==> src/shared/cmp_one_consts.vh <==
`ifndef CMP_ONE_CONSTS_VH
`define CMP_ONE_CONSTS_VH

// Register indexes; byte address is four times the index
`define CMP_IDX_CTRL 10'h119
`define CMP_IDX_STATUS 10'h120
`define CMP_IDX_MASK 10'h121
`define CMP_IDX_PINCFG 10'h122

// Control register field positions
`define CMP_BIT_ENABLE 7
`define CMP_BIT_RESULT 6
`define CMP_BIT_PIN_OE 5
`define CMP_BIT_INVERT 4
`define CMP_BIT_SPEED 3
`define CMP_BIT_REF 2
`define CMP_BIT_CH_HI 1
`define CMP_BIT_CH_LO 0

// Status and mask field positions
`define CMP_BIT_EV_CHANGE 0

// Pin configuration field positions
`define CMP_BIT_DIR 4
`define CMP_BIT_ANSEL_HI 3
`define CMP_BIT_ANSEL_LO 0

// Reset values
`define CMP_RST_CTRL 8'h00
`define CMP_RST_STATUS 1'h0
`define CMP_RST_MASK 1'h0
`define CMP_RST_PINCFG 5'h10

// Clock periods per instruction cycle
`define CMP_CYCLE_CLKS 4

`endif

==> src/core/cmp_sync2.v <==
`timescale 1ns/1ps
// Two-flop synchroniser for a level from outside the clock domain
module cmp_sync2 (
    input wire pclk,
    input wire presetn,
    input wire async_in,
    output wire sync_out
);
    reg first_reg; // Metastable stage, read only by second stage
    reg second_reg; // Settled level

    // Shift the level through two flops
    always @(posedge pclk or negedge presetn) begin
        if (!presetn) begin
            first_reg <= 1'b0;
            second_reg <= 1'b0;
        end else begin
            first_reg <= async_in;
            second_reg <= first_reg;
        end
    end

    assign sync_out = second_reg;
endmodule // cmp_sync2

==> src/core/cmp_cycle_div.v <==
`timescale 1ns/1ps
// Instruction-cycle enable: one-cycle pulse every DIV clocks
module cmp_cycle_div #(
    parameter DIV = 4
) (
    input wire pclk,
    input wire presetn,
    output wire cycle_end
);
    localparam W = (DIV > 1) ? $clog2(DIV) : 1;
    localparam integer LAST_INT = DIV - 1; // Final count at full width
    localparam [W-1:0] LAST = LAST_INT[W-1:0]; // Cut to the counter width on purpose

    reg [W-1:0] count_reg; // Position inside the instruction cycle
    reg pulse_reg; // End-of-cycle strobe

    // Count clocks and flag the final one
    always @(posedge pclk or negedge presetn) begin
        if (!presetn) begin
            count_reg <= {W{1'b0}};
            pulse_reg <= 1'b0;
        end else if (count_reg == LAST) begin
            count_reg <= {W{1'b0}};
            pulse_reg <= 1'b1;
        end else begin
            count_reg <= count_reg + {{(W-1){1'b0}}, 1'b1};
            pulse_reg <= 1'b0;
        end
    end

    assign cycle_end = pulse_reg;
endmodule // cmp_cycle_div

==> src/core/cmp_one_ctrl.v <==
// Summary of operation
// - Enable bit 7 turns comparator on
// - Bits 1-0 pick one of four inputs
// - Bit 2 picks internal or pin reference
// - Bit 6 is read-only result flag
// - Bit 4 inverts the compare result
// - Bit 5 routes result to pin
// - Pin driven when oe, enable, direction output
// - Bit 3 set normal, clear low power
// - Flag latched per cycle, pin unlatched
// - Interrupt independent of pin output enable
`timescale 1ns/1ps
`include "cmp_one_consts.vh"

module cmp_one_ctrl #(
    parameter CYCLE_CLKS = `CMP_CYCLE_CLKS
) (
    input wire pclk,
    input wire presetn,
    input wire psel,
    input wire penable,
    input wire pwrite,
    input wire [11:0] paddr,
    input wire [31:0] pwdata,
    output wire [31:0] prdata,
    output wire pready,
    output wire pslverr,
    input wire cmp_raw,
    output wire cmp_enable,
    output wire [1:0] cmp_channel_sel,
    output wire cmp_ref_sel,
    output wire cmp_speed_sel,
    output wire [3:0] analog_pin_select,
    output wire cmp_pin_out,
    output wire cmp_pin_oe,
    output wire irq
);

    // Control register fields
    reg cmp_enable_reg; // Comparator on
    reg cmp_pin_output_enable_reg; // Result allowed onto pin
    reg cmp_invert_reg; // Output polarity
    reg cmp_speed_sel_reg; // 1 normal speed, 0 low power
    reg cmp_ref_sel_reg; // 1 internal reference, 0 plus pin
    reg [1:0] cmp_channel_sel_reg; // Inverting input choice
    reg cmp_result_reg; // Latched result flag

    // Own registers
    // Pin setup and interrupt words sit beside the control word
    reg porta_direction_reg; // Pin direction, 1 input
    reg [3:0] analog_pin_select_reg; // Analog mode of the four pins
    reg status_reg; // Sticky change event
    reg mask_reg; // Interrupt enable for the event

    // Outputs held in flops
    reg pin_out_reg; // Unlatched result toward pin
    reg pin_oe_reg; // Pin driver enable
    reg irq_reg; // Level interrupt
    reg [31:0] prdata_reg; // Read data
    reg pready_reg; // Access phase answer
    reg pslverr_reg; // Error answer

    // Internal nets
    wire raw_sync; // Synchronised compare input
    wire cycle_end; // Instruction-cycle boundary
    wire pol_result; // Compare after gating and inversion
    // Bus decode nets
    wire setup_phase; // First cycle of a transfer
    wire access_done; // Edge where the transfer completes
    wire [9:0] reg_index; // Word index of the address
    wire addr_aligned; // Low address bits are zero
    wire hit_ctrl; // Control register selected
    wire hit_status; // Status register selected
    wire hit_mask; // Mask register selected
    wire hit_pincfg; // Pin configuration selected
    wire hit_any; // Any mapped register selected
    // Write strobes
    wire wr_ctrl; // Control write strobe
    wire wr_status; // Status clear strobe
    wire wr_mask; // Mask write strobe
    wire wr_pincfg; // Pin configuration write strobe
    // Event and read path nets
    wire change_event; // Latched result about to change
    wire [7:0] ctrl_view; // Control register as read
    reg [31:0] read_mux; // Read data chosen at setup
    reg status_next; // Next sticky status

    // Reset images of the registers, split into fields below
    localparam [7:0] RST_CTRL = `CMP_RST_CTRL;
    localparam [4:0] RST_PINCFG = `CMP_RST_PINCFG;

    // Bring the analog compare into the clock domain
    // The compare output has no relation to pclk, so two flops
    // keep a metastable level away from the logic
    cmp_sync2 u_sync (
        .pclk(pclk),
        .presetn(presetn),
        .async_in(cmp_raw),
        .sync_out(raw_sync)
    );

    // Instruction-cycle pulse for the result latch
    // Keeps the flag from following the comparator mid-cycle
    cmp_cycle_div #(
        .DIV(CYCLE_CLKS)
    ) u_div (
        .pclk(pclk),
        .presetn(presetn),
        .cycle_end(cycle_end)
    );

    // Disabled comparator reads as low, then polarity applied
    // A powered-down comparator output is meaningless; forcing it
    // low keeps the flag and the pin predictable
    assign pol_result = (raw_sync & cmp_enable_reg) ^ cmp_invert_reg;

    // Bus decode
    // Offsets are word indexes; the byte address is four times that
    // Misaligned addresses never hit a register
    assign setup_phase = psel & ~penable;
    assign access_done = psel & penable & pready_reg;
    assign reg_index = paddr[11:2];
    assign addr_aligned = (paddr[1:0] == 2'h0);
    assign hit_ctrl = addr_aligned & (reg_index == `CMP_IDX_CTRL);
    assign hit_status = addr_aligned & (reg_index == `CMP_IDX_STATUS);
    assign hit_mask = addr_aligned & (reg_index == `CMP_IDX_MASK);
    assign hit_pincfg = addr_aligned & (reg_index == `CMP_IDX_PINCFG);
    assign hit_any = hit_ctrl | hit_status | hit_mask | hit_pincfg;

    // Writes land only on the completing edge, never on errors
    // A setup cycle alone never changes any register
    assign wr_ctrl = access_done & pwrite & hit_ctrl;
    assign wr_status = access_done & pwrite & hit_status;
    assign wr_mask = access_done & pwrite & hit_mask;
    assign wr_pincfg = access_done & pwrite & hit_pincfg;

    // Event when the latched flag is about to take a new value
    // Comparing with the flag, not the raw input, gives one event
    // for each change that software can see
    assign change_event = cycle_end & (pol_result != cmp_result_reg);

    // Control register view with live result flag
    // Bit 6 comes from the latch, never from write data
    assign ctrl_view = {cmp_enable_reg, cmp_result_reg, cmp_pin_output_enable_reg,
                        cmp_invert_reg, cmp_speed_sel_reg, cmp_ref_sel_reg,
                        cmp_channel_sel_reg};

    // Read data selection
    // Unmapped offsets read as zero
    // Chosen at setup so the data stands through the access phase
    always @* begin
        read_mux = 32'h0000_0000;
        if (hit_ctrl) begin
            read_mux[7:0] = ctrl_view;
        end else if (hit_status) begin
            read_mux[`CMP_BIT_EV_CHANGE] = status_reg;
        end else if (hit_mask) begin
            read_mux[`CMP_BIT_EV_CHANGE] = mask_reg;
        end else if (hit_pincfg) begin
            read_mux[`CMP_BIT_DIR] = porta_direction_reg;
            read_mux[`CMP_BIT_ANSEL_HI:`CMP_BIT_ANSEL_LO] = analog_pin_select_reg;
        end
    end

    // Sticky status: a new event beats a clear in the same cycle
    // Otherwise software clearing as an event lands would lose it
    // and the interrupt would never come
    always @* begin
        status_next = status_reg;
        if (wr_status && pwdata[`CMP_BIT_EV_CHANGE]) begin
            status_next = 1'b0; // Write one to clear
        end
        if (change_event) begin
            status_next = 1'b1; // Set wins
        end
    end

    // APB answer: one wait-free access phase after setup
    // Error flag and read data are caught together at setup,
    // so they stand unchanged through the access phase
    always @(posedge pclk or negedge presetn) begin
        if (!presetn) begin
            // Idle bus: no answer pending
            pready_reg <= 1'b0;
            pslverr_reg <= 1'b0;
            prdata_reg <= 32'h0000_0000;
        end else if (setup_phase) begin
            // Answer in the very next cycle
            pready_reg <= 1'b1;
            pslverr_reg <= ~hit_any;
            prdata_reg <= pwrite ? 32'h0000_0000 : read_mux;
        end else begin
            // Drop the answer; read data stays until the next setup
            pready_reg <= 1'b0;
            pslverr_reg <= 1'b0;
        end
    end

    // Control register writes; result position is ignored
    // Only six fields have storage, so bit 6 has nothing to land in
    always @(posedge pclk or negedge presetn) begin
        if (!presetn) begin
            // Every control field powers up cleared
            cmp_enable_reg <= RST_CTRL[`CMP_BIT_ENABLE];
            cmp_pin_output_enable_reg <= RST_CTRL[`CMP_BIT_PIN_OE];
            cmp_invert_reg <= RST_CTRL[`CMP_BIT_INVERT];
            cmp_speed_sel_reg <= RST_CTRL[`CMP_BIT_SPEED];
            cmp_ref_sel_reg <= RST_CTRL[`CMP_BIT_REF];
            cmp_channel_sel_reg <= RST_CTRL[`CMP_BIT_CH_HI:`CMP_BIT_CH_LO];
        end else if (wr_ctrl) begin
            // Completing write to the control word
            cmp_enable_reg <= pwdata[`CMP_BIT_ENABLE];
            cmp_pin_output_enable_reg <= pwdata[`CMP_BIT_PIN_OE];
            cmp_invert_reg <= pwdata[`CMP_BIT_INVERT];
            cmp_speed_sel_reg <= pwdata[`CMP_BIT_SPEED];
            cmp_ref_sel_reg <= pwdata[`CMP_BIT_REF];
            cmp_channel_sel_reg <= pwdata[`CMP_BIT_CH_HI:`CMP_BIT_CH_LO];
        end
    end

    // Result flag follows the comparator only at cycle ends
    // Polarity is already applied, so the flag reads as software
    // expects it without further decoding
    always @(posedge pclk or negedge presetn) begin
        if (!presetn) begin
            // Flag starts low, matching a disabled comparator
            cmp_result_reg <= RST_CTRL[`CMP_BIT_RESULT];
        end else if (cycle_end) begin
            cmp_result_reg <= pol_result;
        end
    end

    // Pin direction and analog selects
    // Direction resets to input so the pin is never driven
    // before software asks for it
    always @(posedge pclk or negedge presetn) begin
        if (!presetn) begin
            // Input direction, all pins digital
            porta_direction_reg <= RST_PINCFG[`CMP_BIT_DIR];
            analog_pin_select_reg <= RST_PINCFG[`CMP_BIT_ANSEL_HI:`CMP_BIT_ANSEL_LO];
        end else if (wr_pincfg) begin
            porta_direction_reg <= pwdata[`CMP_BIT_DIR];
            analog_pin_select_reg <= pwdata[`CMP_BIT_ANSEL_HI:`CMP_BIT_ANSEL_LO];
        end
    end

    // Interrupt status and mask
    // Status holds until cleared; the mask only gates the line
    always @(posedge pclk or negedge presetn) begin
        if (!presetn) begin
            // No event pending, interrupt masked
            status_reg <= `CMP_RST_STATUS;
            mask_reg <= `CMP_RST_MASK;
        end else begin
            status_reg <= status_next;
            if (wr_mask) begin
                mask_reg <= pwdata[`CMP_BIT_EV_CHANGE];
            end
        end
    end

    // Interrupt level, unaffected by pin output enable
    // Registered so the line is free of glitches
    always @(posedge pclk or negedge presetn) begin
        if (!presetn) begin
            // Line idle low
            irq_reg <= 1'b0;
        end else begin
            // Pending event gated by its mask
            irq_reg <= status_reg & mask_reg;
        end
    end

    // Pin path: unlatched result, drive enable gated by all three conditions
    // The pin skips the instruction-cycle latch; the output flop
    // costs one clock but keeps the pin free of glitches
    always @(posedge pclk or negedge presetn) begin
        if (!presetn) begin
            // Pin released and low
            pin_out_reg <= 1'b0;
            pin_oe_reg <= 1'b0;
        end else begin
            // Follow the comparator on every clock
            pin_out_reg <= pol_result;
            pin_oe_reg <= cmp_pin_output_enable_reg & cmp_enable_reg
                          & ~porta_direction_reg;
        end
    end

    // Port drive, all from flops
    // No logic stands between these flops and the ports
    assign prdata = prdata_reg;
    assign pready = pready_reg;
    assign pslverr = pslverr_reg;
    assign cmp_enable = cmp_enable_reg;
    assign cmp_channel_sel = cmp_channel_sel_reg;
    assign cmp_ref_sel = cmp_ref_sel_reg;
    assign cmp_speed_sel = cmp_speed_sel_reg;
    assign analog_pin_select = analog_pin_select_reg;
    assign cmp_pin_out = pin_out_reg;
    assign cmp_pin_oe = pin_oe_reg;
    assign irq = irq_reg;

endmodule // cmp_one_ctrl

==> config.mk <==
export PLATFORM = sky130hd
export DESIGN_NAME = cmp_one_ctrl
export DESIGN_NICKNAME = d
export VERILOG_FILES = /design/src/core/cmp_sync2.v /design/src/core/cmp_cycle_div.v /design/src/core/cmp_one_ctrl.v
export VERILOG_INCLUDE_DIRS = /design/src /design/src/shared
export SDC_FILE = /design/constraint.sdc
export NUM_CORES = 1
export LEC_CHECK = 0
export BUFFER_PORTS_ARGS = -buffer_cell sky130_fd_sc_hd__buf_2
export CAP_MARGIN = 25
export CELL_PAD_IN_SITES_DETAIL_PLACEMENT = 0
export CELL_PAD_IN_SITES_GLOBAL_PLACEMENT = 1
export CORE_UTILIZATION = 28
export CTS_CLUSTER_DIAMETER = 120
export DETAILED_ROUTE_END_ITERATION = 10
export GPL_TIMING_DRIVEN = 0
export PLACE_DENSITY_LB_ADDON = 0.3
export SLEW_MARGIN = 20
export SYNTH_ARGS = -nofsm -noshare
export SYNTH_HDL_FRONTEND = slang
export SYNTH_SLANG_ARGS = --single-unit
==> constraint.sdc <==
create_clock -name pclk -period 1.4 [get_ports pclk]
set_input_delay 0.07 -clock pclk [delete_from_list [all_inputs] [get_ports pclk]]
set_output_delay 0.07 -clock pclk [all_outputs]
set_load 0.01 [all_outputs]
## After elaboration in Yosys (flattened, before gate mapping)

Index checks and enable logic that the tools add are counted.
Widths: inputs -> output; s select.

- $add $sub $neg: 1
- Equality and inequality tests: 6
- Mux-type cells: 14
- Bitwise operators: 24
- Reduce and logical (&&, ||, !) cells: 3

Operators with widths:

| operator | number |
|---|---|
| $eq 10x9->1 const B | 4 |
| $and 1x1->1 | 17 |
| $mux 5 | 2 |
| $mux 4 | 2 |
| $mux 8 | 1 |
| $mux 1 | 7 |
| $mux 3 | 1 |
| $not 1->1 | 3 |
| $or 1x1->1 | 3 |
| $add 2x1->2 const B | 1 |
| $eq 2x2->1 const B | 1 |
| $logic_not 2->1 | 1 |
| $mux 2 | 1 |
| $reduce_bool 2->1 | 1 |
| $logic_and 1x1->1 | 1 |
| $ne 1x1->1 | 1 |
| $xor 1x1->1 | 1 |

- Register bits after elaboration: 57

## Depth between registers and ports, before layout

Gate-level depths: netlist (run 1).

- Depth after elaboration: 7
- Mapped depth: 6
- Gate-level depth less buffers: 5

## Hierarchy

A second synthesis (run 1) with hierarchy kept.

- Cells, all modules: 129
- Area total of the unflattened synthesis: 1585.3 um2

Modules (own cells, without submodules):

| module | instances | cells each | area each (um2) | sequential area each (um2) |
|---|---|---|---|---|
| cmp_one_ctrl | 1 | 122 | 1443.9 | 701.9 |
| cmp_cycle_div | 1 | 5 | 91.3 | 75.1 |
| cmp_sync2 | 1 | 2 | 50.0 | 50.0 |

## Worst setup path after synthesis (run 1)

No wires, ideal clock.

- Kind: register to register
- Start point: register pready_reg, in the netlist pready
- End point: register status_reg
- Setup time: 121 ps
- Data arrival time: 1377 ps
- Data required time: 1279 ps
- Setup slack: -98 ps
- Stages on the path, launching flop included: 5
- Path buffers: 0
- Clock period less this slack: 1498 ps
- Cell sequence: dfrtp_1 > and4_1 > nand3_2 > or4_1 > a22o_1

- Longest elaborated chain between the ends: 5

Ends and longest elaborated chain:

| element | RTL line | RTL |
|---|---|---|
| from (decl) | cmp_one_ctrl.v:60 | `reg pready_reg;` |
| from (signal assigned) | cmp_one_ctrl.v:184 | `pready_reg <= 1'b0;` |
| from (signal assigned) | cmp_one_ctrl.v:189 | `pready_reg <= 1'b1;` |
| from (signal assigned) | cmp_one_ctrl.v:194 | `pready_reg <= 1'b0;` |
| $and 1x1->1 | cmp_one_ctrl.v:121 | `assign access_done = psel & penable & pready_reg;` |
| $and 1x1->1 (2 in a row) | cmp_one_ctrl.v:133 | `assign wr_status = access_done & pwrite & hit_status;` |
| $logic_and 1x1->1 | cmp_one_ctrl.v:170 | `` if (wr_status && pwdata[`CMP_BIT_EV_CHANGE]) begin `` |
| $reduce_bool 2->1 (no source line) | - |  |
| to (signal assigned) | cmp_one_ctrl.v:252 | `` status_reg <= `CMP_RST_STATUS; `` |
| to (signal assigned) | cmp_one_ctrl.v:255 | `status_reg <= status_next;` |
| to (decl) | cmp_one_ctrl.v:52 | `reg status_reg;` |

No other way between the ends.
A chain may end at the register's enable or synchronous reset.

## Final worst setup path (run 1)

Ends and elaborated chain as after synthesis.

==> summary.md, run 1 <==
| Metric | Value |
|---|---|
| Status | complete, but fails checks |
| Failing checks | setup timing |
| Worst-path maximum fanout | 5 |
| Final Hold Viols | 0 |
| Final min period | 1440 ps |
| Power, Total | 1.82 mW |
| DRC errors left | 0 |
| Cell area after synthesis | 1540 um2 |
| IO Count | 96 |
| Core area | 5200 um2 |
| Worst EP arrival | 1600 ps |
| Final WL | 3220 um |
| Register area share after synthesis | 53.8% |
| Post-route setup slack | -35.1 ps |
| Crit start category | flip-flop |
| Seq cells post-synth | 33 |
| Setup crit end kind | flip-flop |
| # rows | 26 |
| Synth-to-Final Area Change | 34.8% |
| Crit path kind | flip-flop to flip-flop |
| Gp weighted congestion | 0.683 |
| Synth Warn # | 0 |
| Global-route wire length before repair | 5570 um |
| Avg WL per Cell | 11.6 um |
| Worst-Margin Slew | 748 ps |
| Part of the cycle the worst path needs | 103% |
| TritonRoute pass-1 iters | 2 |
| FF-to-FF End | status_reg |
| Clk sinks | 33 |
| Async SR Flop Fraction | 100% |
| Synth top area cells | dfrtp_1 52%, buf_4 12%, mux2_2 8.1%, a221o_1 2.6%, a22o_1 2.3% |
| Register-to-Register Path Depth | 4 |
| Mean post-synth cell area | 12.0 um2 |
| Max-Cap Viols | 0 |
| Hold Path Origin | pwdata[7] |
| Total CTS buffers | 5 |
| RSZ-0062 raised after global routing | yes |
| Post-Syn Instances | 128 |
| Net count reported at finish | 258 |
| Max Slew Vio Count | 0 |
| Clk pin slew, worst setup/hold paths | 70 ps |
| Final setup vio count | 7 |
| Peak supply drop | 0.000474 V |
| Max Clk Rate | 697 MHz |
| # diodes | 0 |
| Post-DRT Antenna Nets | 0 |
| CTS tree | built |
| Synth cell types | 33 |
| Pwr/cell area | 879 nW/um2 |
| Vias in the first global route | 1148 |
| Vias | 1122 |
| Tot GR Track Use | 12.5% |
| Number of levels in the clock H-tree | 2 |
| Placed wire-length estimate | 2350 um |
| Max Buffers Root-to-Sink | 2 |
| Hold EP | cmp_enable |
| Leak | 1.15 nW |
| Most frequent cell after synthesis | dfrtp_1 |
| # port buffers | 46 |
| Critical Path RT | 1560 ps |
| Proportion of layout cells with a drive suffix above 1 | 45.7% |
| GRT overflow | 0 |
| Post-synth top area cell | dfrtp_1 |
| R2R Path Start | pready |
| Post-DR vias/cell | 4.04 |
| Die ar. | 5790 um2 |
| Max transition margin | 50.1% |
| HP Class | input port to flip-flop |
| Commonest cells in the netlist | 32 x dfrtp_1, 24 x buf_4, 11 x mux2_2, 9 x nor2_1, 6 x nand2_1 |
| Worst slack, placed | -404 ps |
| Die Y | 76.1 um |
| Initial DRC count | 30 |
| Clk_lat worst skew | 280 ps |
| Initial Util | 29.5% |
| Ys flop type | dfrtp_1 |
| Root buffer cell | clkbuf_8 |
| Yosys top cell area share | 52.1% |
| Worst clock skew | 7.27 ps |
| Post-synth EDFFs | 0 |
| Largest register FFs | 8 |
| Reg2Reg Setup Slack | -40 ps |
| Pin count of the biggest net entering global routing | 34 |
| Die W | 76.1 um |
| Initial antenna violation count | 0 |
| Hold path cells | 2 |
## placed cells by master, fill, tap and decap left out, types with 2 or more instances in the layout
cell type	n
buf_2	46
dfrtp_1	32
buf_4	25
conb_1	24
mux2_2	11
nor2_1	8
nand2_1	6
and2_1	5
clkbuf_8	5
a22o_1	4
a221o_1	4
inv_1	3
clkbuf_1	3
o21ai_0	3
and3b_1	2
a21oi_1	2
o31ai_1	2
dlygate4sd3_1	2
## worst max path at each step
stage                  start                        end  slack [ps]  depth (start not counted)
floorplan             pready                 status_reg         -80                          4
detailed placement  paddr[6]       analog_pin_select[0]        -400                          5
finish                pready                 status_reg         -40                          4
CTS                   pready  cmp_pin_output_enable_reg         -40                          5
global placement    paddr[6]       analog_pin_select[3]        -390                          5
global route          pready  cmp_pin_output_enable_reg         -80                          5
## repair_timing
item	4_1_cts	5_1_grt
cloned	0	0
gates resized for setup	4	1
pin swaps	2	1
setup buffers	1	0
hold endpoints to repair	33	0
hold buffers	2	0
endpoints found under the setup margin	12	19
## per-layer routing
| metal | wire length (um) | track usage (%) |
|---|---|---|
| met5 | 0 | 0 |
| met4 | 44 | 5.19 |
| met3 | 176 | 3.95 |
| met2 | 1620 | 20.2 |
| met1 | 1390 | 15.3 |
## where the power goes
| group | leakage, nW | switching, mW | internal [mW] |
|---|---|---|---|
| Clock | 0.0422 | 0.335 | 0.349 |
| Combinational | 0.663 | 0.0932 | 0.0847 |
| Sequential | 0.447 | 0.00171 | 0.960 |
| Total | 1.15 | 0.430 | 1.39 |
## critical path: stages (launching register included)
cell,delay (ps)
dfrtp_1,340
and4_4,220
nand3_4,110
or4_1,430
a22o_1,220
## cells by family (layout without fill, tap and decap cells)
family | count (synthesis) | in the layout | share of synthesized area [%]
buf+inv | 29 | 86 | 13.4
compound gates | 18 | 18 | 9.11
mux | 12 | 12 | 8.71
flops | 33 | 33 | 53.8
fa+ha+maj | 1 | 1 | 0.814
simple gates | 32 | 32 | 12.8
xor+xnor | 2 | 2 | 1.14
other cells | 1 | 24 | 0.244
## stage by stage
| stage | instance area (um2) | utilization, % | setup TNS (ps) | std cells | hold slack (ps) |
|---|---|---|---|---|---|
| CTS | 2070 | 39.7 | -228 | 278 | 18.9 |
| detailed placement | 1940 | 37.3 | -4590 | 267 | 179 |
| floorplan | 1620 | - | -264 | 151 | -226 |
| global placement | 1940 | 37.3 | -4340 | 267 | 179 |
| global route | 2070 | 39.8 | -866 | 278 | 18.0 |
| finish | 2070 | 39.8 | -200 | 278 | 24.2 |
## final cells by class
cell class / instances / area (um2)
Fill cell: 542 / 3130
Inverter: 3 / 11.3
Clock inverter: 1 / 5.00
Timing Repair Buffer: 49 / 258
Clock buffer: 7 / 76.3
Tap cell: 70 / 87.6
Sequential cell: 33 / 827
Multi-Input combinational cell: 89 / 613
Buffer: 26 / 195
Note: power is estimated with default switching activity, not from simulation.
==> run 2: changes to the inputs <==
Settings changed: CORE_UTILIZATION 28 to 32, CTS_BUF_LIST set to sky130_fd_sc_hd__clkbuf_4 sky130_fd_sc_hd__clkbuf_8.
Clock period 1.4 ns to 1.45 ns, I/O delays scaled along.
==> run 2 against run 1 <==
Net effect: the run ends with DRC, setup timing left; sequential cell count unchanged; setup slack gained 7.0 ps; clock skew decreased by 5.0 ps; critical path depth unchanged; sequential share of layout area shrank 0.33 points; maximum frequency down 2.9%; die area down 12%; combinational power down 4%; core utilization up 6.9 points; count of clock-buffer cells in the layout did not move; sequential power down 3.3%; highest routed layer unchanged.
==> summary.md, run 2 (synthesis gave the netlist of run 1 again) <==
| Metric | Value |
|---|---|
| Max Slew Vio Count | 0 |
| Max transition margin | 50.6% |
| Core area | 4470 um2 |
| Tot GR Track Use | 13.6% |
| WHS | 26.5 ps |
| Post-route setup slack | -28.0 ps |
| Critical Path RT | 1610 ps |
| Leak | 1.17 nW |
| Largest register FFs | 8 |
| Commonest non-fill, non-tap cell in the layout | buf_2 |
| Net count reported at finish | 258 |
| Crit start category | flip-flop |
| Final min period | 1480 ps |
| Pwr/cell area | 953 nW/um2 |
| Post-Place Cells | 249 |
| Power, Total | 1.99 mW |
| GRT overflow | 0 |
| Placed Area | 1920 um2 |
| Initial antenna violation count | 0 |
| Clk pin slew, worst setup/hold paths | 70 ps |
| Root buffer cell | clkbuf_8 |
| RSZ-0062 raised after global routing | yes |
| Global-route wire length before repair | 5250 um |
| Vias in the first global route | 1126 |
| Fin area | 2090 um2 |
| Die ar. | 5090 um2 |
| Max Clk Rate | 677 MHz |
| Synth-to-Final Area Change | 36.0% |
| Clk_lat worst skew | 280 ps |
| Setup crit end kind | flip-flop |
| Failing checks | DRC, setup timing |
| Part of the cycle the worst path needs | 102% |
| Max Buffers Root-to-Sink | 2 |
| Number of levels in the clock H-tree | 2 |
| Pin count of the biggest net entering global routing | 34 |
| Final setup vio count | 7 |
| Status | complete, but fails checks |
| Vias | 1147 |
| Die W | 71.3 um |
| Most frequent cells in the layout | 46 x buf_2, 32 x dfrtp_1, 25 x buf_4 |
| # port buffers | 46 |
| CTS tree | built |
| Initial Util | 34.4% |
| Die Y | 71.3 um |
| Finished Layout Cells | 260 |
| Avg WL per Cell | 12.5 um |
| # diodes | 0 |
| Total CTS buffers | 5 |
| Post-DR vias/cell | 4.41 |
| Fill count | 422 |
| Gp weighted congestion | 0.757 |
| HP Class | input port to flip-flop |
| Initial DRC count | 60 |
| Peak supply drop | 0.000484 V |
| # rows | 24 |
| Worst EP arrival | 1640 ps |
| Crit path kind | flip-flop to flip-flop |
| Worst clock skew | 2.29 ps |
| TritonRoute pass-1 iters | 7 |
| Proportion of layout cells with a drive suffix above 1 | 47.1% |
| Worst-path maximum fanout | 5 |
| Worst-Margin Slew | 740 ps |
| Clk sinks | 33 |
| Final WL | 3240 um |
| DRC errors left | 6 |
| Placed wire-length estimate | 2430 um |
| Max-Cap Viols | 0 |
| Final Hold Viols | 0 |
| IO Count | 96 |
| Post-DRT Antenna Nets | 0 |
-- run 2: cell count changes in the layout (fill, tap and decap cells not counted), sizes merged --
cell    change
clkinv      -1
bufinv      +1
-- run 2: critical path: stages, from the launching register on --
cell     delay [ps]
dfrtp_1         350
and4_4          220
nand3_4         120
or4_4           440
a22o_1          230
-- run 2: per-layer routing --
layer  vias up  global-route usage [%]  wire [um]
met5         -                       0          0
met4         0                    6.67         41
met3         6                    4.36        256
met2        53                    22.9       1620
met1       535                    15.6       1330
li1        553                       -          -
-- run 2: worst paths after layout --
check | start | to | slack, ps | cells past startpoint
hold / removal | pwdata[5] | cmp_pin_output_enable_reg | 30 | 2
setup / recovery | pready | status_reg | -30 | 4
min in group asynchronous | presetn | cmp_pin_output_enable_reg | 400 | 2
hold reg to reg | u_sync.first_reg | u_sync.sync_out | 350 | 0
setup reg to reg | pready | status_reg | -30 | 4
max in group asynchronous | presetn | irq | 580 | 2
-- run 2: final cells by class --
cell class                      count  area (um2)  area share, %
Inverter                            3        11.3          0.539
Sequential cell                    33         827           39.6
Clock inverter                      1        30.0           1.44
Timing Repair Buffer               49         258           12.3
Tap cell                           52        65.1           3.11
Clock buffer                        7        90.1           4.31
Buffer                             26         195           9.34
Multi-Input combinational cell     89         614           29.4
-- run 2: timing repair --
action | CTS | global route
gates resized for setup | 3 | 3
hold endpoints to repair | 33 | 0
endpoints found under the setup margin | 12 | 18
hold buffers | 2 | 0
pin swaps | 3 | 1
buffers inserted | 1 | 0
-- run 2: stage by stage --
stage / TNS (ps) / utilization, % / worst slack (ps)
2_1_floorplan: -30.4 / - / -30.4
3_3_place_gp: -3100 / 42.9 / -322
3_5_place_dp: -3440 / 42.9 / -302
4_1_cts: -130 / 46.4 / -23.6
5_1_grt: -457 / 46.7 / -74.0
6_report: -151 / 46.7 / -28.0
-- run 2: power by group --
part	leakage (nW)	total [mW]	switching [mW]	internal, mW
sequential	0.447	0.929	0.00192	0.927
clock	0.0619	0.892	0.314	0.578
combinational	0.663	0.171	0.0898	0.0813
total	1.17	1.99	0.406	1.59
==> run 3: changes to the inputs <==
Settings changed: CORE_ASPECT_RATIO set to 1.25, HOLD_SLACK_MARGIN set to 0.02.
==> run 3 against run 2 <==
Net effect: the run ends with setup timing left; routed wire length rose by 4.4%; power fell by 8.9%; setup slack improved by 20 ps; sequential power barely moved; critical path type unchanged; critical endpoint is now cmp_channel_sel[1]; largest power group unchanged.
==> summary.md, run 3 (synthesis gave the netlist of run 1 again) <==
| Metric | Value |
|---|---|
| Max Clk Rate | 686 MHz |
| Slowest cell on the critical path | dfrtp_1 |
| Worst path cell trace | and4_4 > nand3_4 > or2_1 > buf_6 > mux2_2 |
| Synth-to-Final Area Change | 35.2% |
| Placed wire-length estimate | 2480 um |
| # rows | 27 |
| TritonRoute pass-1 iters | 4 |
| Net count reported at finish | 258 |
| Post-DR vias/cell | 4.31 |
| Finished Layout Cells | 266 |
| Worst-Margin Slew | 740 ps |
| Clk_lat worst skew | 280 ps |
| Post-Place Cells | 255 |
| Root buffer cell | clkbuf_8 |
| Total CTS buffers | 5 |
| Post-route setup slack | -8.37 ps |
| Die Y | 79.5 um |
| Status | complete, but fails checks |
| Worst clock skew | 7.43 ps |
| Post-DRT Antenna Nets | 0 |
| Largest register FFs | 8 |
| Critical Path RT | 1610 ps |
| Final Hold Viols | 0 |
| Global-route wire length before repair | 5220 um |
| HP Class | input port to flip-flop |
| Hold path cells | 2 |
| Final WL | 3380 um |
| GRT overflow | 0 |
| Worst EP arrival | 1620 ps |
| Vias | 1147 |
| Setup crit end kind | flip-flop |
| Max Buffers Root-to-Sink | 2 |
| Crit path kind | flip-flop to flip-flop |
| CTS tree | built |
| Final min period | 1460 ps |
| Gp weighted congestion | 0.748 |
| Peak supply drop | 0.000323 V |
| Number of levels in the clock H-tree | 2 |
| Max Slew Vio Count | 0 |
| Avg WL per Cell | 12.7 um |
| Register area | 827 um2 |
| Leak | 1.16 nW |
| Critical path's top delay family | simple AND/OR/NAND/NOR gates |
| Fin util | 46.3% |
| Pin count of the biggest net entering global routing | 34 |
| Initial DRC count | 38 |
| Clk sinks | 33 |
| Register-to-Register Path Depth | 5 |
| Worst Path Buf+Inv | 1 |
| Max incr delay on CP | 340 ps |
| Worst-path maximum fanout | 7 |
| Part of the cycle the worst path needs | 101% |
| Clk pin slew, worst setup/hold paths | 60 ps |
| RSZ-0062 raised after global routing | yes |
| DRC errors left | 0 |
| Initial Util | 34.2% |
| Fill count | 447 |
| Proportion of layout cells with a drive suffix above 1 | 46.6% |
| Die W | 64 um |
| IO Count | 96 |
| Most frequent cells in the layout | 46 x buf_2, 32 x dfrtp_1, 25 x buf_4 |
| Vias in the first global route | 1104 |
| Die ar. | 5090 um2 |
| Failing checks | setup timing |
| Multi-input gate area | 623 um2 |
| Worst path depth | 5 |
| Commonest non-fill, non-tap cell in the layout | buf_2 |
| Pwr/cell area | 873 nW/um2 |
| # diodes | 0 |
| Max-Cap Viols | 0 |
| WHS | 23.2 ps |
| # port buffers | 46 |
| Initial antenna violation count | 0 |
| Final setup vio count | 5 |
| Max transition margin | 50.6% |
| Tot GR Track Use | 13.9% |
| Core area | 4490 um2 |
| Crit start category | flip-flop |
-- run 3: cell types whose count changed in the layout (fill, tap and decap cells not counted) --
| cell | before | now |
|---|---|---|
| mux2_2 | 11 | 8 |
| nor2_1 | 7 | 8 |
| clkbuf_4 | 1 | 3 |
| mux2_4 | 0 | 3 |
| bufinv_16 | 1 | 0 |
| nor2_2 | 1 | 0 |
| clkbuf_8 | 6 | 5 |
-- run 3: final timing paths --
path,from,endpoint,slack (ps)
min in group asynchronous,presetn,pslverr,380
worst min-delay path,pwdata[7],cmp_enable,20
worst min register to register,u_sync.first_reg,u_sync.sync_out,360
worst max-delay path,pready,cmp_channel_sel[1],-8
worst max register to register,pready,cmp_channel_sel[1],-8
max in group asynchronous,presetn,cmp_ref_sel,590
-- run 3: cell type report --
| type | count | area share (%) |
|---|---|---|
| Sequential cell | 33 | 39.8 |
| Multi-Input combinational cell | 89 | 30.0 |
| Timing Repair Buffer | 49 | 12.4 |
| Buffer | 26 | 9.39 |
| Clock buffer | 8 | 4.39 |
| Tap cell | 58 | 3.49 |
| Inverter | 3 | 0.542 |
-- run 3: layer usage --
metal | track usage, % | part of all wire (%) | wire length, um
met2 | 24.7 | 53 | 1790
met3 | 3.29 | 5.6 | 190
met5 | 0 | 0 | 0
met1 | 14.5 | 39 | 1310
met4 | 9.32 | 2.7 | 92
-- run 3: report_power, final --
group	internal, mW	switching (mW)	leakage (nW)
clock	0.397	0.315	0.0498
combinational	0.0816	0.0919	0.666
sequential	0.927	0.00206	0.447
total	1.41	0.409	1.16
-- run 3: worst register-to-register path, stage by stage, from the launching register on --
cell     delay (ps)
dfrtp_1         340
and4_4          230
nand3_4         110
or2_1           250
buf_6           140
mux2_2          260
-- run 3: what timing repair did --
item                       in CTS  in global routing
hold endpoints to repair       33                  0
resized for setup               5                  3
hold buffers                    2                  0
setup buffers                   1                  0
setup endpoints to repair       8                 17
pin swaps                       3                  0
-- run 3: metrics by stage --
| stage | worst slack [ps] | total power [mW] | instance area (um2) | TNS [ps] |
|---|---|---|---|---|
| floorplan | -30.4 | 1.04 | 1620 | -30.4 |
| global placement | -262 | 1.11 | 1930 | -2690 |
| detailed placement | -319 | 1.11 | 1930 | -3110 |
| CTS | 5.94 | 1.83 | 2070 | 0 |
| global route | -96.6 | 1.89 | 2080 | -858 |
| finish | -8.37 | 1.81 | 2080 | -26.0 |
